$ cat config.mk
export PLATFORM = sky130hd
export DESIGN_NAME = battery_charge_accumulator
export DESIGN_NICKNAME = d
export VERILOG_FILES = /design/src/logic/cc_pkg.sv /design/src/logic/battery_charge_accumulator.sv
export VERILOG_INCLUDE_DIRS = /design/src /design/src/logic
export SDC_FILE = /design/constraint.sdc
export NUM_CORES = 1
export LEC_CHECK = 0
export ABC_AREA = 1
export BUFFER_PORTS_ARGS = -buffer_cell sky130_fd_sc_hd__buf_2
export CELL_PAD_IN_SITES_DETAIL_PLACEMENT = 1
export CELL_PAD_IN_SITES_GLOBAL_PLACEMENT = 1
export CORE_ASPECT_RATIO = 0.7
export CORE_MARGIN = 4
export CORE_UTILIZATION = 40
export CTS_CLUSTER_SIZE = 8
export DETAILED_ROUTE_END_ITERATION = 12
export PLACE_DENSITY_LB_ADDON = 0.1
export SLEW_MARGIN = 25
export SYNTH_ARGS = -nofsm -noshare
export SYNTH_HDL_FRONTEND = slang
export SYNTH_SLANG_ARGS = --single-unit
$ cat constraint.sdc
create_clock -name clk -period 4 [get_ports clk]
set_input_delay 0.2 -clock clk [delete_from_list [all_inputs] [get_ports clk]]
set_output_delay 0.2 -clock clk [all_outputs]
set_load 0.02 [all_outputs]
$ cat src/logic/cc_cfg.svh
/*
 * Addresses, field positions, reset values and timing counts of the charge accumulator.
 * Assumes a 100 ns system clock and is included by its bare name.
 */
`ifndef CC_CFG_SVH
`define CC_CFG_SVH
`define CC_ADDR_CTRL        4'h9
`define CC_ADDR_SCALER      4'ha
`define CC_BIT_RST          0
`define CC_BIT_RUN          1
`define CC_BIT_CDIS         2
`define CC_BIT_CAL          3
`define CC_BIT_DITH         4
`define CC_BIT_FAULT        5
`define CC_CNT_LSB          8
`define CC_CNT_MSB          23
`define CC_SCL_MSB          14
`define CC_SCALER_RESET     15'h0001
`define CC_ROLL_VALUE       16'h8000
`define CC_CLK_PERIOD_NS    100
`define CC_RST_TIME_NS      40000
// longest time: rounds down
`define CC_RST_CYCLES       (`CC_RST_TIME_NS / `CC_CLK_PERIOD_NS)
`define CC_DEBOUNCE_TIME_MS 1000
// least time: exact here, 10,000,000 cycles
`define CC_DEBOUNCE_CYCLES  ((`CC_DEBOUNCE_TIME_MS * 1000000) / `CC_CLK_PERIOD_NS)
`endif

$ cat src/logic/cc_pkg.sv
/*
 * Types shared by the charge accumulator and its bench.
 * Assumes the constants of cc_cfg.svh.
 */
package cc_pkg;
   typedef struct packed {
      logic dither;
      logic cal;
      logic corr_dis;
      logic run;
   } cc_ctrl_t;

   typedef struct packed {
      logic [3:0]  addr;
      logic [23:0] wdata;
      logic        wr;
      logic        rd;
   } reg_req_t;

   typedef enum {ST_IDLE, ST_CLEAR} rst_state_t;
endpackage

$ cat src/logic/battery_charge_accumulator.sv
/*
 * Digital part of a battery charge accumulator: prescaler, signed charge counter,
 * control and scaler registers, fault latch with two 1 s debouncers.
 * Assumes a register port decoded by the serial front end on clk, and analog
 * converter, comparator and detect levels that arrive asynchronously.
 */
`timescale 1ns/1ps
`include "cc_cfg.svh"

module battery_charge_accumulator #(
   parameter int DEBOUNCE_CYCLES = `CC_DEBOUNCE_CYCLES
) (
   input  wire logic             clk,
   input  wire logic             rst,
   // register port
   input  wire cc_pkg::reg_req_t reg_req,
   output logic [23:0]           reg_rdata,
   output logic                  reg_rvalid,
   // converter and detect levels
   input  wire logic             conv_pulse,
   input  wire logic             conv_up,
   input  wire logic             uv_below,
   input  wire logic             battery_detect_sense,
   // analog front end controls
   output logic                  integ_short,
   output logic                  dither_on,
   output logic                  correction_on
);
   import cc_pkg::*;

   localparam int RST_MAX = `CC_RST_CYCLES;

   cc_ctrl_t            ctrl_ff;
   logic [14:0]         count_scaler_ff;
   logic signed [15:0]  charge_count_value_ff;
   logic signed [15:0]  pre_ff;
   logic                counter_fault_flag_ff;
   rst_state_t          rst_state_ff;
   logic [15:0]         rst_cnt_ff;
   logic [2:0]          conv_sync_ff;
   logic [1:0]          dir_sync_ff;
   logic [1:0]          uv_sync_ff;
   logic [1:0]          bd_sync_ff;
   logic [31:0]         uv_deb_ff;
   logic [31:0]         bd_deb_ff;
   logic [23:0]         rdata_ff;
   logic                rvalid_ff;
   logic                short_ff;
   logic                dith_ff;
   logic                corr_ff;

   logic                wr_ctrl;
   logic                wr_scl;
   logic                conv_evt;
   logic                accum_en;
   logic signed [15:0]  nxt_pre;
   logic signed [15:0]  eff_scl;
   logic                step_up;
   logic                step_dn;
   logic signed [15:0]  nxt_count;
   logic                uv_fault;
   logic                bd_fault;

   function automatic logic [31:0] deb_next(input logic cond, input logic [31:0] cnt);
      if (!cond) begin
         return 32'h0000_0000;
      end
      if (cnt >= 32'(DEBOUNCE_CYCLES)) begin
         return cnt;
      end
      return cnt + 32'h0000_0001;
   endfunction

   function automatic logic [23:0] ctrl_view(input cc_ctrl_t c, input logic f,
                                            input logic b, input logic [15:0] v);
      logic [23:0] r;
      r = '0;
      r[`CC_CNT_MSB:`CC_CNT_LSB] = v;
      r[`CC_BIT_RST]   = b;
      r[`CC_BIT_RUN]   = c.run;
      r[`CC_BIT_CDIS]  = c.corr_dis;
      r[`CC_BIT_CAL]   = c.cal;
      r[`CC_BIT_DITH]  = c.dither;
      r[`CC_BIT_FAULT] = f;
      return r;
   endfunction

   assign wr_ctrl  = reg_req.wr && (reg_req.addr == `CC_ADDR_CTRL);
   assign wr_scl   = reg_req.wr && (reg_req.addr == `CC_ADDR_SCALER);
   assign conv_evt = conv_sync_ff[1] && !conv_sync_ff[2];
   assign accum_en = ctrl_ff.run && (rst_state_ff == ST_IDLE);
   assign eff_scl  = (count_scaler_ff == 15'h0000) ? 16'sh0001 : signed'({1'b0, count_scaler_ff});

   always_comb begin
      nxt_pre = pre_ff;
      step_up = 1'b0;
      step_dn = 1'b0;
      if (accum_en && conv_evt) begin
         nxt_pre = dir_sync_ff[1] ? pre_ff + 16'sh0001 : pre_ff - 16'sh0001;
         if (nxt_pre >= eff_scl) begin
            step_up = 1'b1;
            nxt_pre = 16'sh0000;
         end else if (nxt_pre <= -eff_scl) begin
            step_dn = 1'b1;
            nxt_pre = 16'sh0000;
         end
      end
   end

   always_comb begin
      nxt_count = charge_count_value_ff;
      if (step_up) begin
         nxt_count = charge_count_value_ff + 16'sh0001;
      end else if (step_dn) begin
         nxt_count = charge_count_value_ff - 16'sh0001;
      end
   end

   assign uv_fault = (uv_deb_ff == 32'(DEBOUNCE_CYCLES) - 32'h0000_0001) && uv_sync_ff[1];
   assign bd_fault = (bd_deb_ff == 32'(DEBOUNCE_CYCLES) - 32'h0000_0001) && bd_sync_ff[1];

   // synchronisers for asynchronous levels
   always_ff @(posedge clk) begin
      if (rst) begin
         conv_sync_ff <= 3'h0;
         dir_sync_ff  <= 2'h0;
         uv_sync_ff   <= 2'h0;
         bd_sync_ff   <= 2'h0;
      end else begin
         conv_sync_ff <= {conv_sync_ff[1:0], conv_pulse};
         dir_sync_ff  <= {dir_sync_ff[0], conv_up};
         uv_sync_ff   <= {uv_sync_ff[0], uv_below};
         bd_sync_ff   <= {bd_sync_ff[0], battery_detect_sense};
      end
   end

   // control and scaler registers
   always_ff @(posedge clk) begin
      if (rst) begin
         ctrl_ff         <= '0;
         count_scaler_ff <= `CC_SCALER_RESET;
      end else begin
         if (wr_ctrl) begin
            ctrl_ff.run      <= reg_req.wdata[`CC_BIT_RUN];
            ctrl_ff.corr_dis <= reg_req.wdata[`CC_BIT_CDIS];
            ctrl_ff.cal      <= reg_req.wdata[`CC_BIT_CAL];
            ctrl_ff.dither   <= reg_req.wdata[`CC_BIT_DITH];
         end
         if (wr_scl) begin
            count_scaler_ff <= reg_req.wdata[`CC_SCL_MSB:0];
         end
      end
   end

   // accumulator reset sequencer
   always_ff @(posedge clk) begin
      if (rst) begin
         rst_state_ff <= ST_IDLE;
         rst_cnt_ff   <= 16'h0000;
      end else begin
         case (rst_state_ff)
            ST_IDLE: begin
               if (wr_ctrl && reg_req.wdata[`CC_BIT_RST]) begin
                  rst_state_ff <= ST_CLEAR;
                  rst_cnt_ff   <= 16'h0000;
               end
            end
            ST_CLEAR: begin
               rst_cnt_ff <= rst_cnt_ff + 16'h0001;
               if (rst_cnt_ff >= 16'(RST_MAX - 1)) begin
                  rst_state_ff <= ST_IDLE;
               end
            end
            default: begin
               rst_state_ff <= ST_IDLE;
            end
         endcase
      end
   end

   // prescaler and charge counter
   always_ff @(posedge clk) begin
      if (rst || rst_state_ff == ST_CLEAR) begin
         pre_ff                <= 16'sh0000;
         charge_count_value_ff <= 16'sh0000;
      end else begin
         pre_ff                <= nxt_pre;
         charge_count_value_ff <= nxt_count;
      end
   end

   // debouncers for battery removal
   always_ff @(posedge clk) begin
      if (rst) begin
         uv_deb_ff <= 32'h0000_0000;
         bd_deb_ff <= 32'h0000_0000;
      end else begin
         uv_deb_ff <= deb_next(uv_sync_ff[1], uv_deb_ff);
         bd_deb_ff <= deb_next(bd_sync_ff[1], bd_deb_ff);
      end
   end

   // fault latch: a setting event wins over a clear in the same cycle
   always_ff @(posedge clk) begin
      if (rst) begin
         counter_fault_flag_ff <= 1'b0;
      end else if ((step_up || step_dn) && nxt_count == `CC_ROLL_VALUE) begin
         counter_fault_flag_ff <= 1'b1;
      end else if (uv_fault || bd_fault) begin
         counter_fault_flag_ff <= 1'b1;
      end else if (wr_ctrl && reg_req.wdata[`CC_BIT_FAULT]) begin
         counter_fault_flag_ff <= 1'b0;
      end
   end

   // read data; a control write echoes the live counter
   always_ff @(posedge clk) begin
      if (rst) begin
         rdata_ff  <= 24'h00_0000;
         rvalid_ff <= 1'b0;
      end else begin
         rvalid_ff <= 1'b0;
         if (wr_ctrl || (reg_req.rd && reg_req.addr == `CC_ADDR_CTRL)) begin
            rdata_ff  <= ctrl_view(ctrl_ff, counter_fault_flag_ff,
                                   rst_state_ff == ST_CLEAR, charge_count_value_ff);
            rvalid_ff <= 1'b1;
         end else if (reg_req.rd && reg_req.addr == `CC_ADDR_SCALER) begin
            rdata_ff  <= {9'h000, count_scaler_ff};
            rvalid_ff <= 1'b1;
         end else if (reg_req.rd) begin
            rdata_ff  <= 24'h00_0000;
            rvalid_ff <= 1'b1;
         end
      end
   end

   // analog front end controls
   always_ff @(posedge clk) begin
      if (rst) begin
         short_ff <= 1'b0;
         dith_ff  <= 1'b0;
         corr_ff  <= 1'b1;
      end else begin
         short_ff <= ctrl_ff.cal;
         dith_ff  <= ctrl_ff.dither && !ctrl_ff.corr_dis;
         corr_ff  <= !ctrl_ff.corr_dis;
      end
   end

   assign reg_rdata     = rdata_ff;
   assign reg_rvalid    = rvalid_ff;
   assign integ_short   = short_ff;
   assign dither_on     = dith_ff;
   assign correction_on = corr_ff;

   chk_roll_sets_fault: assert property (@(posedge clk) disable iff (rst)
      (step_up || step_dn) && nxt_count == `CC_ROLL_VALUE && rst_state_ff == ST_IDLE
      |=> counter_fault_flag_ff && charge_count_value_ff == `CC_ROLL_VALUE)
      else $error("roll-over did not set the fault flag");

   chk_fault_stays_latched: assert property (@(posedge clk) disable iff (rst)
      counter_fault_flag_ff && !(wr_ctrl && reg_req.wdata[`CC_BIT_FAULT])
      |=> counter_fault_flag_ff)
      else $error("fault flag dropped without a software clear");

   chk_reset_clears_count: assert property (@(posedge clk) disable iff (rst)
      wr_ctrl && reg_req.wdata[`CC_BIT_RST] && rst_state_ff == ST_IDLE
      |=> ##1 charge_count_value_ff == 16'sh0000 && pre_ff == 16'sh0000)
      else $error("accumulator reset did not clear the counter");

   chk_reset_ends_bound: assert property (@(posedge clk) disable iff (rst)
      $rose(rst_state_ff == ST_CLEAR) |-> ##[1:RST_MAX] rst_state_ff == ST_IDLE)
      else $error("reset period exceeded its limit");

   chk_stopped_holds: assert property (@(posedge clk) disable iff (rst)
      !ctrl_ff.run && rst_state_ff == ST_IDLE && !$past(rst_state_ff == ST_CLEAR)
      |=> $stable(charge_count_value_ff) && $stable(pre_ff))
      else $error("counter moved while stopped");

   chk_one_step_only: assert property (@(posedge clk) disable iff (rst)
      rst_state_ff == ST_IDLE && $past(rst_state_ff) == ST_IDLE
      |-> charge_count_value_ff - $past(charge_count_value_ff) inside {-16'sh1, 16'sh0, 16'sh1})
      else $error("counter moved by more than one step");

   chk_dither_gated: assert property (@(posedge clk) disable iff (rst)
      dither_on |-> correction_on && $past(ctrl_ff.dither))
      else $error("dither active with correction disabled");

   chk_scaler_default: assert property (@(posedge clk)
      $past(rst) |-> count_scaler_ff == `CC_SCALER_RESET)
      else $error("scaler not one after reset");

   chk_write_echoes_count: assert property (@(posedge clk) disable iff (rst)
      wr_ctrl |=> reg_rvalid && reg_rdata[`CC_CNT_MSB:`CC_CNT_LSB] == $past(charge_count_value_ff))
      else $error("control write did not return the counter");

   chk_debounce_restart: assert property (@(posedge clk) disable iff (rst)
      !uv_sync_ff[1] |=> uv_deb_ff == 32'h0000_0000)
      else $error("undervoltage debounce did not restart");

   chk_short_follows_cal: assert property (@(posedge clk) disable iff (rst)
      ctrl_ff.cal |=> integ_short)
      else $error("integrator short does not follow calibration bit");

   chk_detect_restart: assert property (@(posedge clk) disable iff (rst)
      !bd_sync_ff[1] |=> bd_deb_ff == 32'h0000_0000)
      else $error("battery-detect debounce did not restart");

   chk_long_low_faults: assert property (@(posedge clk) disable iff (rst)
      (uv_deb_ff == 32'(DEBOUNCE_CYCLES) - 32'h0000_0001 && uv_sync_ff[1])
      || (bd_deb_ff == 32'(DEBOUNCE_CYCLES) - 32'h0000_0001 && bd_sync_ff[1])
      |=> counter_fault_flag_ff)
      else $error("debounced fault did not set the flag");

   chk_fault_has_cause: assert property (@(posedge clk) disable iff (rst)
      $rose(counter_fault_flag_ff)
      |-> $past(uv_fault || bd_fault || ((step_up || step_dn) && nxt_count == `CC_ROLL_VALUE)))
      else $error("fault flag set without a covered fault");

   chk_run_steps_count: assert property (@(posedge clk) disable iff (rst)
      accum_en && conv_evt && pre_ff == 16'sh0000 && count_scaler_ff == `CC_SCALER_RESET
      |=> charge_count_value_ff == $past(charge_count_value_ff)
          + ($past(dir_sync_ff[1]) ? 16'sh0001 : 16'shffff))
      else $error("count did not step once per count at unit scale");
endmodule

Word level (Yosys, flattened, before mapping)
Cells that the tools add are included.
- add/subtract/negate cells: 8
- $lt $le $gt $ge: 5
- equal/unequal tests: 11
- multiplexer cells: 43
- reductions and logical operators: 29
- operators by type and width (kind ; count):
    two-way mux 32 bit ; 10
    two-way mux 16 bit ; 6
    two-way mux 24 bit ; 3
    adder 32 x 1 -> 32 bit, second input constant ; 2
    == test 32 x 24 -> 1 bit, second input constant ; 2
    greater-or-equal comparator 32 x 24 -> 1 bit, second input constant ; 2
    logical NOT 32 bit ; 2
    one-hot mux 32 bit (2 select lines) ; 1
    adder 16 x 2 -> 16 bit, second input constant ; 2
    == test 32 x 1 -> 1 bit, second input constant ; 1
    == test 32 x 2 -> 1 bit, second input constant ; 1
    one-hot mux 16 bit (2 select lines) ; 1
    subtractor 16 x 2 -> 16 bit, second input constant ; 2
    two-way mux 1 bit ; 21
    adder 16 x 1 -> 16 bit, second input constant ; 1
    == test 16 bit, second input constant ; 1
    greater-or-equal comparator 16 bit ; 1
    greater-or-equal comparator 16 x 9 -> 1 bit, second input constant ; 1
    less-or-equal comparator 16 bit ; 1
    negator 15 -> 16 bit ; 1
    logical NOT 15 bit ; 1
    two-way mux 15 bit ; 1
    logical AND 1 bit ; 13
    == test 4 bit, second input constant ; 2
    8 further kinds ; 17
- bits in registers: 201
- input bits: 36
- output and inout bits: 28
- word-level logic and storage cells: 118

Depth between registers and ports, before layout
Gate-level depths: netlist (run 1).
- depth after elaboration: 12
- mapped depth: 35

Worst setup path before layout (run 1)
OpenSTA, ideal clock, no wires.
- kind: register -> register
- from: reg dir_sync_ff[1]
- to: reg pre_ff[14]
- data arrival time: 3.923 ns
- data required time: 3.930 ns
- slack: 0.007 ns
- cell stages (with the launch flop): 29
- buffers on the path: 2
- path through: dfxtp_1 inv_1 ha_1 a21oi_1 nand2_1 nand4_1 o211ai_1 nand2_1 nand2_1 a21oi_1 o21ai_0 a31oi_1 xnor2_1 ha_1 nand2_1 inv_1 nand3_1 inv_1 a21oi_1 nand2_1 nand2_1 nand3_1 buf_2 nor2_1 nand2_1 inv_1 buf_2 nand2_1 a21oi_1
- word-level cells in the longest chain between the ends: 4
- elaborated cells on any way between the ends: 5
- those cells by class: 2 x order compare; 3 x mux
- RTL lines (item ; line ; source):
    start: declaration ; battery_charge_accumulator.sv:41 ; logic [1:0] dir_sync_ff;
    start signal: assignment ; battery_charge_accumulator.sv:131 ; dir_sync_ff <= {dir_sync_ff[0], conv_up};
    two-way mux 16 bit * ; battery_charge_accumulator.sv:99 ; nxt_pre = dir_sync_ff[1] ? pre_ff + 16'sh0001 : pre_ff - 16'sh0001;
    less-or-equal comparator 16 bit ; battery_charge_accumulator.sv:103 ; end else if (nxt_pre <= -eff_scl) begin
    two-way mux 16 bit ; battery_charge_accumulator.sv:103 ;
    two-way mux 16 bit * ; battery_charge_accumulator.sv:100 ; if (nxt_pre >= eff_scl) begin
    end signal: assignment ; battery_charge_accumulator.sv:187 ; pre_ff <= nxt_pre;
    end: declaration ; battery_charge_accumulator.sv:36 ; logic signed [15:0] pre_ff;
Mark *: on every way between the ends. The rest lies on a longest branch, timed or not.
A chain may end at the register's enable or synchronous reset.

Worst setup path after layout (run 1)
- from: reg count_scaler_ff[12]
- to: reg counter_fault_flag_ff
- word-level cells in the longest chain between the ends: 12
- elaborated cells on any way between the ends: 17
- those cells by class: 1 x add/sub; 2 x order compare; 1 x eq/ne; 9 x mux; 4 x reduce/logical
- RTL lines (item ; line ; source):
    start: declaration ; battery_charge_accumulator.sv:34 ; logic [14:0] count_scaler_ff;
    start signal: assignment ; battery_charge_accumulator.sv:141 ; count_scaler_ff <= `CC_SCALER_RESET;
    start signal: assignment ; battery_charge_accumulator.sv:150 ; count_scaler_ff <= reg_req.wdata[`CC_SCL_MSB:0];
    logical NOT 15 bit ; battery_charge_accumulator.sv:92 ; assign eff_scl = (count_scaler_ff == 15'h0000) ? 16'sh0001 : signed'({1'b0, count_scaler_ff});
    two-way mux 15 bit * ; battery_charge_accumulator.sv:92 ;
    negator 15 -> 16 bit ; battery_charge_accumulator.sv:103 ;
    less-or-equal comparator 16 bit ; battery_charge_accumulator.sv:103 ;
    two-way mux 1 bit ; battery_charge_accumulator.sv:103 ;
    two-way mux 1 bit ; battery_charge_accumulator.sv:100 ;
    two-way mux 1 bit ; battery_charge_accumulator.sv:98 ; if (accum_en && conv_evt) begin
    two-way mux 16 bit ; battery_charge_accumulator.sv:114 ; end else if (step_dn) begin
    two-way mux 16 bit ; battery_charge_accumulator.sv:112 ; if (step_up) begin
    == test 16 bit (no source line) ; n/a ;
    logical AND 1 bit (no source line) * ; n/a ;
    nonzero test 3 bit (no source line) or two-way mux 1 bit (tied branches) ; n/a ;
    end signal: assignment ; battery_charge_accumulator.sv:206 ; counter_fault_flag_ff <= 1'b0;
    end signal: assignment ; battery_charge_accumulator.sv:208 ; counter_fault_flag_ff <= 1'b1;
    end signal: assignment ; battery_charge_accumulator.sv:210 ; counter_fault_flag_ff <= 1'b1;
    end: declaration ; battery_charge_accumulator.sv:37 ; logic counter_fault_flag_ff;
Marks and branches as above.

==> results of run 1 <==
per-layer routing:
metal | share of wire | vias up
li1 | - | 4726
met1 | 0.53 | 4566
met2 | 0.42 | 162
met3 | 0.045 | 23
met4 | 0.0080 | 0
met5 | 0 | -
cells by family (layout without fill, tap and decap cells):
family / count (synthesis) / in the layout / share of synthesized area
and+or+nand+nor: 625 / 625 / 0.301
AOI/OAI and AO/OA: 229 / 229 / 0.135
xor gates and xnor gates: 33 / 33 / 0.0312
adders and majority gates: 53 / 53 / 0.0724
DFF: 170 / 170 / 0.367
buffers and inverters: 226 / 398 / 0.0936
other: 1 / 1 / 0.000405
metrics by stage:
stage	setup WS, ns	hold WS, ns
CTS	-0.0392	0.0231
global route	-0.347	0.0466
global placement	-0.440	0.396
floorplan	0.00691	0.307
detailed placement	-0.511	0.398
finish	-0.145	0.0378
power by group through the flow:
| stage | combinational [mW] | sequential, mW | clock (mW) |
|---|---|---|---|
| global placement | 0.293 | 1.75 | 0 |
| floorplan | 0.163 | 1.75 | 0 |
| finish | 0.373 | 1.71 | 1.70 |
| detailed placement | 0.303 | 1.75 | 0 |
| global route | 0.407 | 1.71 | 1.81 |
| CTS | 0.339 | 1.71 | 1.74 |
cell usage after synthesis (2+ instances only):
cell type,instances,area share
nor3_2,2,0.0022
a31oi_1,5,0.0034
xnor2_1,6,0.0057
nand3b_1,4,0.0032
ha_1,52,0.070
o311ai_0,2,0.0019
nor4_1,16,0.011
o21ai_0,63,0.034
clkbuf_1,26,0.011
nand2_1,270,0.11
o21a_1,3,0.0024
o21ai_1,2,0.0011
nand2_2,4,0.0027
a22oi_1,3,0.0024
nand3_2,3,0.0032
or4_1,2,0.0016
nand4_1,33,0.022
a211oi_1,6,0.0049
buf_2,3,0.0016
nor2_1,158,0.064
nand3_1,75,0.041
inv_2,4,0.0016
nor3_1,46,0.025
o22ai_1,11,0.0074
o21bai_1,2,0.0016
a221oi_1,4,0.0038
nor3b_1,4,0.0032
dfxtp_1,170,0.37
buf_4,2,0.0016
or2_2,2,0.0013
a21oi_1,121,0.065
inv_1,188,0.076
xor2_1,27,0.026
nor4_4,3,0.0069
final cells by class:
type                    instances  share of cell area
multi-input cells             941               0.458
flip-flops and latches        170               0.291
repair buffers                173               0.105
inverters                     193              0.0626
clock buffers                  17              0.0363
well taps                     312              0.0333
clock inverters                15              0.0140
worst register-to-register path: cells and delay by family, from the launching register on:
| family | cells | cell delay, ns |
|---|---|---|
| buffers and inverters | 4 | 0.48 |
| AO/OA/AOI/OAI | 4 | 0.59 |
| XOR/XNOR | 1 | 0.18 |
| AND/OR/NAND/NOR | 18 | 2.22 |
| flip-flops | 1 | 0.33 |
| adder cells (fa/ha/maj) | 1 | 0.28 |
state kept, by name, indices dropped and copies added, names as in the netlist, 2 cells and up:
register	flops
charge_count_value_ff	16
uv_deb_ff	32
bd_deb_ff	32
count_scaler_ff	15
ctrl_ff	4
bd_sync_ff	2
uv_sync_ff	2
reg_rdata	24
rst_cnt_ff	16
pre_ff	16
dir_sync_ff	2
conv_sync_ff	3
cell usage in the layout, fill, tap and decap left out, types with 5 or more instances in the layout:
| master | count |
|---|---|
| buf_6 | 6 |
| buf_4 | 106 |
| inv_1 | 178 |
| ha_4 | 8 |
| ha_1 | 43 |
| nor4_1 | 16 |
| clkbuf_16 | 17 |
| o21ai_0 | 60 |
| nor3_1 | 42 |
| a21oi_1 | 115 |
| nor3_2 | 5 |
| nand2_1 | 250 |
| inv_2 | 12 |
| nor2_2 | 9 |
| buf_2 | 54 |
| o22ai_1 | 11 |
| xor2_1 | 25 |
| a21oi_2 | 7 |
| nand2_2 | 20 |
| a211oi_1 | 6 |
| nor2_1 | 148 |
| dfxtp_1 | 162 |
| dfxtp_2 | 7 |
| nand3_2 | 9 |
| nand4_1 | 33 |
| nand3_1 | 66 |
how the worst max path moves through the flow:
stage,endpoint,from,cells after the start
after floorplan,pre_ff[14],dir_sync_ff[1],28
after global placement,counter_fault_flag_ff,dir_sync_ff[1],33
after detailed placement,counter_fault_flag_ff,dir_sync_ff[1],30
after CTS,counter_fault_flag_ff,dir_sync_ff[1],30
after global routing,counter_fault_flag_ff,count_scaler_ff[4],31
final,counter_fault_flag_ff,count_scaler_ff[12],28
timing repair:
item	CTS	global route
gates cloned	1	0
buffers inserted	3	10
setup endpoints to repair	28	33
hold buffers	4	0
pin swaps	15	38
resized for setup	51	64
hold endpoints to repair	4	0
==> impl_metrics.yaml, run 1 <==
worst_setup_path:
  crit_fanout: 5
  critical-path-max-stage-delay_ns: 0.33
  crit_path_top_delay_cell: "dfxtp_2"
  crit_type: "flop to flop"
  timing.rr.end: "counter_fault_flag_ff"
  worstPathArrival_ns: 4.53
  r2r_slack_ns: -0.15
  crit_buf_inv: 4
  r2r_start: "count_scaler_ff[12]"
  critPathLaunchType: "flop"
  worstPathRequired_ns: 4.38
  reg2reg_depth: 28
  crit_family: "simple AND/OR/NAND/NOR gates"
  worstSetupEndpointType: "flop"
grt:
  met1_usage: 0.372
  grt_pass1_vias: 9474
  grt_usage: 0.243
  grt.busiest_layer: "met1"
  antenna_found_initial: 0
  grt_pass1_wl_mm: 50.2
  grt_max_degree: 32
  use_met2: 0.358
  overflow: 0
  grt_use_met3: 0.0433
clock_network:
  tritoncts: "yes"
  cts.htree.levels: 4
  cts-root-buf: "clkbuf_16"
  numCtsBuffers: 17
  clk_latency_ns: 0.44
  cts.sinks: 170
  clk_pin_slew_ns: 0.07
  clockBufferDepth: 2
power:
  ir_drop_v: 0.000290
  cellLeakagePower_nw: 5.03
  seqPwrFrac: 0.452
  clockPowerShare: 0.449
  p_total_mw: 3.78
  comb_power_share: 0.099
  netSwitchingPower_mw: 0.999
  p_per_area_nw_per_um2: 322
  swShare: 0.264
  internal_power_mw: 2.78
synthesis:
  synth_edf_count: 0
  synth_cell_types: 49
  synth_warnings: 0
  async_flop_share: 0
  yosysSeqAreaShare: 0.367
  ys_seq_elements: 170
  netlist_area_um2: 9270
  synth_nets: 1426
  syn_area_per_cell_um2: 6.93
  synth_cells: 1337
  synth_ff_type: "dfxtp_1"
routing:
  dr.first_iter.drc_count: 620
  wire_per_inst_um: 17.2
  routed_wirelength_mm: 31.3
  drc_errors: 0
  vias: 9477
  ant_nets: 0
  dr.pass1.iters: 4
  routed_via_density: 5.20
die:
  die_w_um: 190
  num_rows: 46
  ioPinCount: 64
  start_util: 0.408
  die-area_um2: 25700
  dieHeight_um: 135
  core_area_um2: 22700
layout:
  post-route-util: 0.516
  final_nets: 1585
  syn_to_final_growth_pct: 26.6
  register_area_um2: 3420
  layout-drive-gt1-share: 0.204
  stdcell_count: 1821
  multi_input_area_um2: 5380
  final_area_um2: 11700
  fillers: 2917
  antenna_cells: 0
sta:
  finalMaxSlewViolations: 0
  max_slew_margin: 0.310
  rsz0062_at_grt: "yes"
  setup_ws_ns: -0.145
  setup_viol: 1
  clock.fmax_ghz: 0.241
  finalHoldViolations: 0
  tns_ns: -0.145
  tightest_slew_ns: 1.03
  fin_crit_ns: 4.15
  fin_crit_sh: 1.04
  clock_skew_ns: 0.00835
placement:
  place_congestion: 0.868
  placed_cells: 1771
  dpl-instance-area_um2: 10600
  detailed_place_hpwl_mm: 23.2
  port_buffers: 54
run_status:
  violations: "setup timing"
  outcome: "complete, but fails checks"
min_path:
  hp-class: "primary input to flop"
  hp-start: "reg_req[14]"
  whs_path_depth: 3
  min_to: "count_scaler_ff[12]"
job:
  drv_cap: 0
Power figures use the tool's default switching activity.
==> inputs of run 2 (changes only) <==
--- a/config.mk
+++ b/config.mk
@@ -12,7 +12,7 @@
 export CELL_PAD_IN_SITES_GLOBAL_PLACEMENT = 1
 export CORE_ASPECT_RATIO = 0.7
 export CORE_MARGIN = 4
-export CORE_UTILIZATION = 40
+export CORE_UTILIZATION = 30
 export CTS_CLUSTER_SIZE = 8
 export DETAILED_ROUTE_END_ITERATION = 12
 export PLACE_DENSITY_LB_ADDON = 0.1
==> impl_metrics.yaml, run 2 (synthesis results as in run 1) <==
clock_network:
  numCtsBuffers: 17
  clockBufferDepth: 2
  clk_pin_slew_ns: 0.07
  clk_latency_ns: 0.44
  tritoncts: "yes"
  cts-root-buf: "clkbuf_16"
  cts.htree.levels: 4
  cts.sinks: 170
grt:
  grt_max_degree: 30
  grt_usage: 0.191
  antenna_found_initial: 1
  grt_pass1_wl_mm: 51.4
  overflow: 0
  grt_pass1_vias: 9366
sta:
  fin_crit_sh: 0.993
  tns_ns: 0
  clock.fmax_ghz: 0.252
  setup_viol: 0
  holdWs_ns: 0.0505
  fin_crit_ns: 3.97
  finalHoldViolations: 0
  max_slew_margin: 0.348
  setup_ws_ns: 0.0278
  finalMaxSlewViolations: 0
  clock_skew_ns: 0.00810
  rsz0062_at_grt: "yes"
  tightest_slew_ns: 0.972
worst_setup_path:
  worstPathRequired_ns: 4.38
  r2r_start: "dir_sync_ff[1]"
  cp-startpoint: "dir_sync_ff[1]"
  crit_type: "flop to flop"
  crit_path_top_delay_cell: "dfxtp_4"
  crit_fanout: 7
  timing.rr.end: "counter_fault_flag_ff"
  path_common_cell: "nand2_1"
  worstPathArrival_ns: 4.35
  critPathLaunchType: "flop"
  r2r_slack_ns: 0.03
  reg2reg_depth: 33
  worstSetupEndpointType: "flop"
  critical-path-max-stage-delay_ns: 0.40
  crit_path_end: "counter_fault_flag_ff"
power:
  internal_power_mw: 2.77
  comb_power_share: 0.096
  cellLeakagePower_nw: 5.00
  p_total_mw: 3.71
  netSwitchingPower_mw: 0.936
  seqPwrFrac: 0.461
  p_per_area_nw_per_um2: 316
  ir_drop_v: 0.000236
  swShare: 0.252
  clockPowerShare: 0.442
layout:
  final_nets: 1585
  register_area_um2: 3410
  antenna_cells: 0
  syn_to_final_growth_pct: 26.5
  most-common-layout-cells: "258 x nand2_1, 182 x inv_1, 169 x dfxtp_1"
  final_common_cell: "nand2_1"
  final_area_um2: 11700
  multi_input_area_um2: 5300
  fillers: 3863
  layout-drive-gt1-share: 0.185
run_status:
  outcome: "completed"
die:
  num_rows: 53
  core_area_um2: 30200
  dieHeight_um: 155
  start_util: 0.306
  ioPinCount: 64
  die_w_um: 218
  die-area_um2: 33800
routing:
  routed_wirelength_mm: 31.9
  dr.first_iter.drc_count: 469
  wire_per_inst_um: 16.6
  routed_via_density: 4.84
  ant_nets: 0
  drc_errors: 0
  vias: 9270
  dr.pass1.iters: 5
placement:
  place_congestion: 0.816
  place_ws_ns: -0.348
  detailed_place_hpwl_mm: 24.3
  port_buffers: 54
  dpl-instance-area_um2: 10700
job:
  drv_cap: 0
min_path:
  hp-class: "primary input to flop"
  hp-start: "reg_req[8]"
-- run 2: cell count changes in the layout (fill, tap and decap cells not counted), sizes merged --
cell / before / now
clkinvlp: 3 / 1
inv: 197 / 193
buf: 169 / 168
clkinv: 6 / 5
bufinv: 2 / 1
clkbuf: 17 / 22
-- run 2: layer usage --
metal / vias to the layer above / share of wire / track usage / wire length, µm
met2: 94 / 0.40 / 0.276 / 12900
li1: 4720 / - / - / -
met4: 2 / 0.0080 / 0.0355 / 254
met3: 17 / 0.030 / 0.0342 / 958
met5: - / 0.00041 / 0 / 13
met1: 4437 / 0.56 / 0.296 / 17800
-- run 2: stage by stage --
step / utilization / std cells
after floorplan: - / 1337
after global placement: 0.354 / 1875
after detailed placement: 0.354 / 1875
after CTS: 0.381 / 1913
after global routing: 0.388 / 1917
final: 0.388 / 1917
-- run 2: timing repair --
action | CTS | global route
gates resized for setup | 34 | 44
pin swaps | 18 | 29
gates cloned | 1 | 1
hold endpoints to repair | 4 | 0
endpoints found under the setup margin | 26 | 33
hold buffers | 4 | 0
buffers inserted | 5 | 3
-- run 2: worst max-delay path: cells and delay by family (launching register included) --
kind                     cells  cell delay, ns
AND/OR/NAND/NOR             20            1.53
AO/OA/AOI/OAI                7            0.87
adder cells (fa/ha/maj)      2            0.67
flip-flops                   1            0.40
buffers and inverters        3            0.25
XOR/XNOR                     1            0.20
-- run 2: worst min-delay path by stage --
stage | end | slack (ns) | depth (start not counted)
after floorplan | bd_sync_ff[0] | 0.31 | 2
after global placement | bd_sync_ff[1] | 0.39 | 2
after detailed placement | correction_on | 0.40 | 1
after CTS | count_scaler_ff[6] | 0.03 | 3
after global routing | count_scaler_ff[1] | 0.07 | 3
final | count_scaler_ff[6] | 0.05 | 3
-- run 2: area by class of cell --
class,instances,share of cell area
Tap cell,412,0.0440
Clock buffer,22,0.0422
Clock inverter,6,0.00555
Timing Repair Buffer,172,0.102
Multi-Input combinational cell,941,0.452
Sequential cell,170,0.291
Timing Repair inverter,1,0.000534
Inverter,193,0.0625
-- run 2: power groups by stage --
stage	clock network (mW)	registers (mW)	logic, mW
finish	1.64	1.71	0.357
global route	1.76	1.71	0.397
global placement	0	1.75	0.307
CTS	1.69	1.71	0.341
detailed placement	0	1.75	0.311
floorplan	0	1.75	0.163
==> inputs of run 3 (changes only) <==
--- a/config.mk
+++ b/config.mk
@@ -11,7 +11,7 @@
 export CELL_PAD_IN_SITES_DETAIL_PLACEMENT = 1
 export CELL_PAD_IN_SITES_GLOBAL_PLACEMENT = 1
 export CORE_ASPECT_RATIO = 0.7
-export CORE_MARGIN = 4
+export CORE_MARGIN = 2
 export CORE_UTILIZATION = 30
 export CTS_CLUSTER_SIZE = 8
 export DETAILED_ROUTE_END_ITERATION = 12
==> impl_metrics.yaml, run 3 (synthesis results as in run 1) <==
layout:
  layout-drive-gt1-share: 0.250
  final_common_cell: "nand2_1"
  most-common-layout-cells: "229 x nand2_1, 175 x inv_1, 165 x dfxtp_1"
  final_area_um2: 12400
  antenna_cells: 0
  final_nets: 1612
  syn_to_final_growth_pct: 33.9
die:
  num_rows: 53
  start_util: 0.306
  die-area_um2: 32300
  dieHeight_um: 151
  die_w_um: 214
  core_area_um2: 30200
  ioPinCount: 64
sta:
  clock_skew_ns: 0.0249
  fin_crit_sh: 1.03
  clock.fmax_ghz: 0.242
  rsz0062_at_grt: "yes"
  fin_crit_ns: 4.14
  finalHoldViolations: 0
  finalMaxSlewViolations: 0
  setup_viol: 2
  max_slew_margin: 0.178
  tightest_slew_ns: 1.23
  holdWs_ns: 0.0321
  setup_ws_ns: -0.139
worst_setup_path:
  reg2reg_depth: 33
  worstPathRequired_ns: 4.37
  worstPathArrival_ns: 4.51
  crit_fanout: 7
  critical-path-max-stage-delay_ns: 0.35
  crit_path_top_delay_cell: "dfxtp_2"
  cp-startpoint: "count_scaler_ff[1]"
  r2r_start: "count_scaler_ff[1]"
  critPathLaunchType: "flop"
  worstSetupEndpointType: "flop"
  path_common_cell: "nand2_1"
  r2r_slack_ns: -0.14
  crit_type: "flop to flop"
  timing.rr.end: "counter_fault_flag_ff"
grt:
  antenna_found_initial: 0
  grt_pass1_vias: 9459
  grt_max_degree: 30
  overflow: 0
  grt_pass1_wl_mm: 51.6
  grt_usage: 0.205
power:
  swShare: 0.266
  p_per_area_nw_per_um2: 301
  clockPowerShare: 0.433
  cellLeakagePower_nw: 5.25
  netSwitchingPower_mw: 0.994
  ir_drop_v: 0.000282
  internal_power_mw: 2.74
  seqPwrFrac: 0.458
  comb_power_share: 0.109
job:
  drv_cap: 0
placement:
  port_buffers: 54
  detailed_place_hpwl_mm: 24.4
  dpl-instance-area_um2: 10700
  place_congestion: 0.873
clock_network:
  clk_pin_slew_ns: 0.07
  cts.sinks: 170
  clk_latency_ns: 0.46
  cts.htree.levels: 4
  numCtsBuffers: 17
  tritoncts: "yes"
  clockBufferDepth: 2
  cts-root-buf: "clkbuf_16"
routing:
  dr.first_iter.drc_count: 598
  routed_via_density: 4.85
  wire_per_inst_um: 17.0
  dr.pass1.iters: 5
  routed_wirelength_mm: 33.1
  ant_nets: 0
  vias: 9457
  drc_errors: 0
min_path:
  hp-class: "primary input to flop"
  min_to: "count_scaler_ff[8]"
  hp-start: "reg_req[10]"
  whs_path_depth: 3
run_status:
  violations: "setup timing"
  outcome: "complete, but fails checks"
[run 3: changes by cell type in the layout (fill, tap and decap cells not counted), moves of 7 or more]
cell	delta
inv_2	+7
buf_6	+7
nand3_2	+11
nand3_1	-16
nand2_1	-29
buf_4	+15
a21oi_2	+10
nand2_2	+19
nand2_4	+9
inv_1	-7
a21oi_1	-11
[run 3: how the worst max path moves through the flow]
| stage | end | slack, ns | depth (start not counted) |
|---|---|---|---|
| 2_1_floorplan | pre_ff[14] | 0.007 | 28 |
| 3_3_place_gp | counter_fault_flag_ff | -0.61 | 31 |
| 3_5_place_dp | counter_fault_flag_ff | -0.67 | 32 |
| 4_1_cts | counter_fault_flag_ff | -0.14 | 34 |
| 5_1_grt | counter_fault_flag_ff | -0.48 | 35 |
| 6_report | counter_fault_flag_ff | -0.14 | 33 |
[run 3: metal layers]
layer / wire, µm / share of wire / up-vias / global-route usage
li1: - / - / 4781 / -
met1: 18200 / 0.55 / 4522 / 0.311
met2: 13500 / 0.41 / 127 / 0.293
met3: 1080 / 0.033 / 27 / 0.0386
met4: 391 / 0.012 / 0 / 0.0514
met5: 0 / 0 / - / 0
[run 3: timing repair]
item | 4_1_cts | 5_1_grt
gates cloned | 2 | 2
setup buffers | 17 | 16
pin swaps | 20 | 65
hold buffers | 4 | 0
resized for setup | 53 | 140
setup endpoints to repair | 33 | 33
endpoints found under the hold margin | 4 | 0
[run 3: layout make-up]
cell class	count	area, µm²
clock buffers	22	454
clock inverters	10	93.8
fillers	3785	17800
inverters	193	732
multi-input cells	941	5690
flip-flops and latches	170	3410
well taps	412	515
repair buffers	199	1490
repair inverters	1	11.3
[run 3: critical path, delay by kind of cell, from the launching register on]
family / cells / cell delay, ns
adder cells (fa/ha/maj): 1 / 0.31
flip-flops: 1 / 0.35
AND/OR/NAND/NOR: 22 / 2.23
AO/OA/AOI/OAI: 3 / 0.39
buffers and inverters: 6 / 0.62
XOR/XNOR: 1 / 0.16
[run 3: stage by stage]
stage / power [mW] / instances / setup TNS, ns / setup slack, ns / util
finish: 3.73 / 1948 / -0.270 / -0.139 / 0.410
global placement: 2.05 / 1877 / -5.88 / -0.605 / 0.355
floorplan: 1.91 / 1337 / 0 / 0.00691 / -
detailed placement: 2.05 / 1877 / -7.49 / -0.670 / 0.355
CTS: 3.73 / 1932 / -0.212 / -0.137 / 0.386
global route: 3.91 / 1948 / -4.78 / -0.478 / 0.410
[run 3: power by group through the flow]
stage	Clock [mW]	Combinational, mW	Sequential, mW
2_1_floorplan	0	0.163	1.75
3_3_place_gp	0	0.299	1.75
3_5_place_dp	0	0.303	1.75
4_1_cts	1.68	0.342	1.71
5_1_grt	1.75	0.443	1.71
6_report	1.62	0.407	1.71
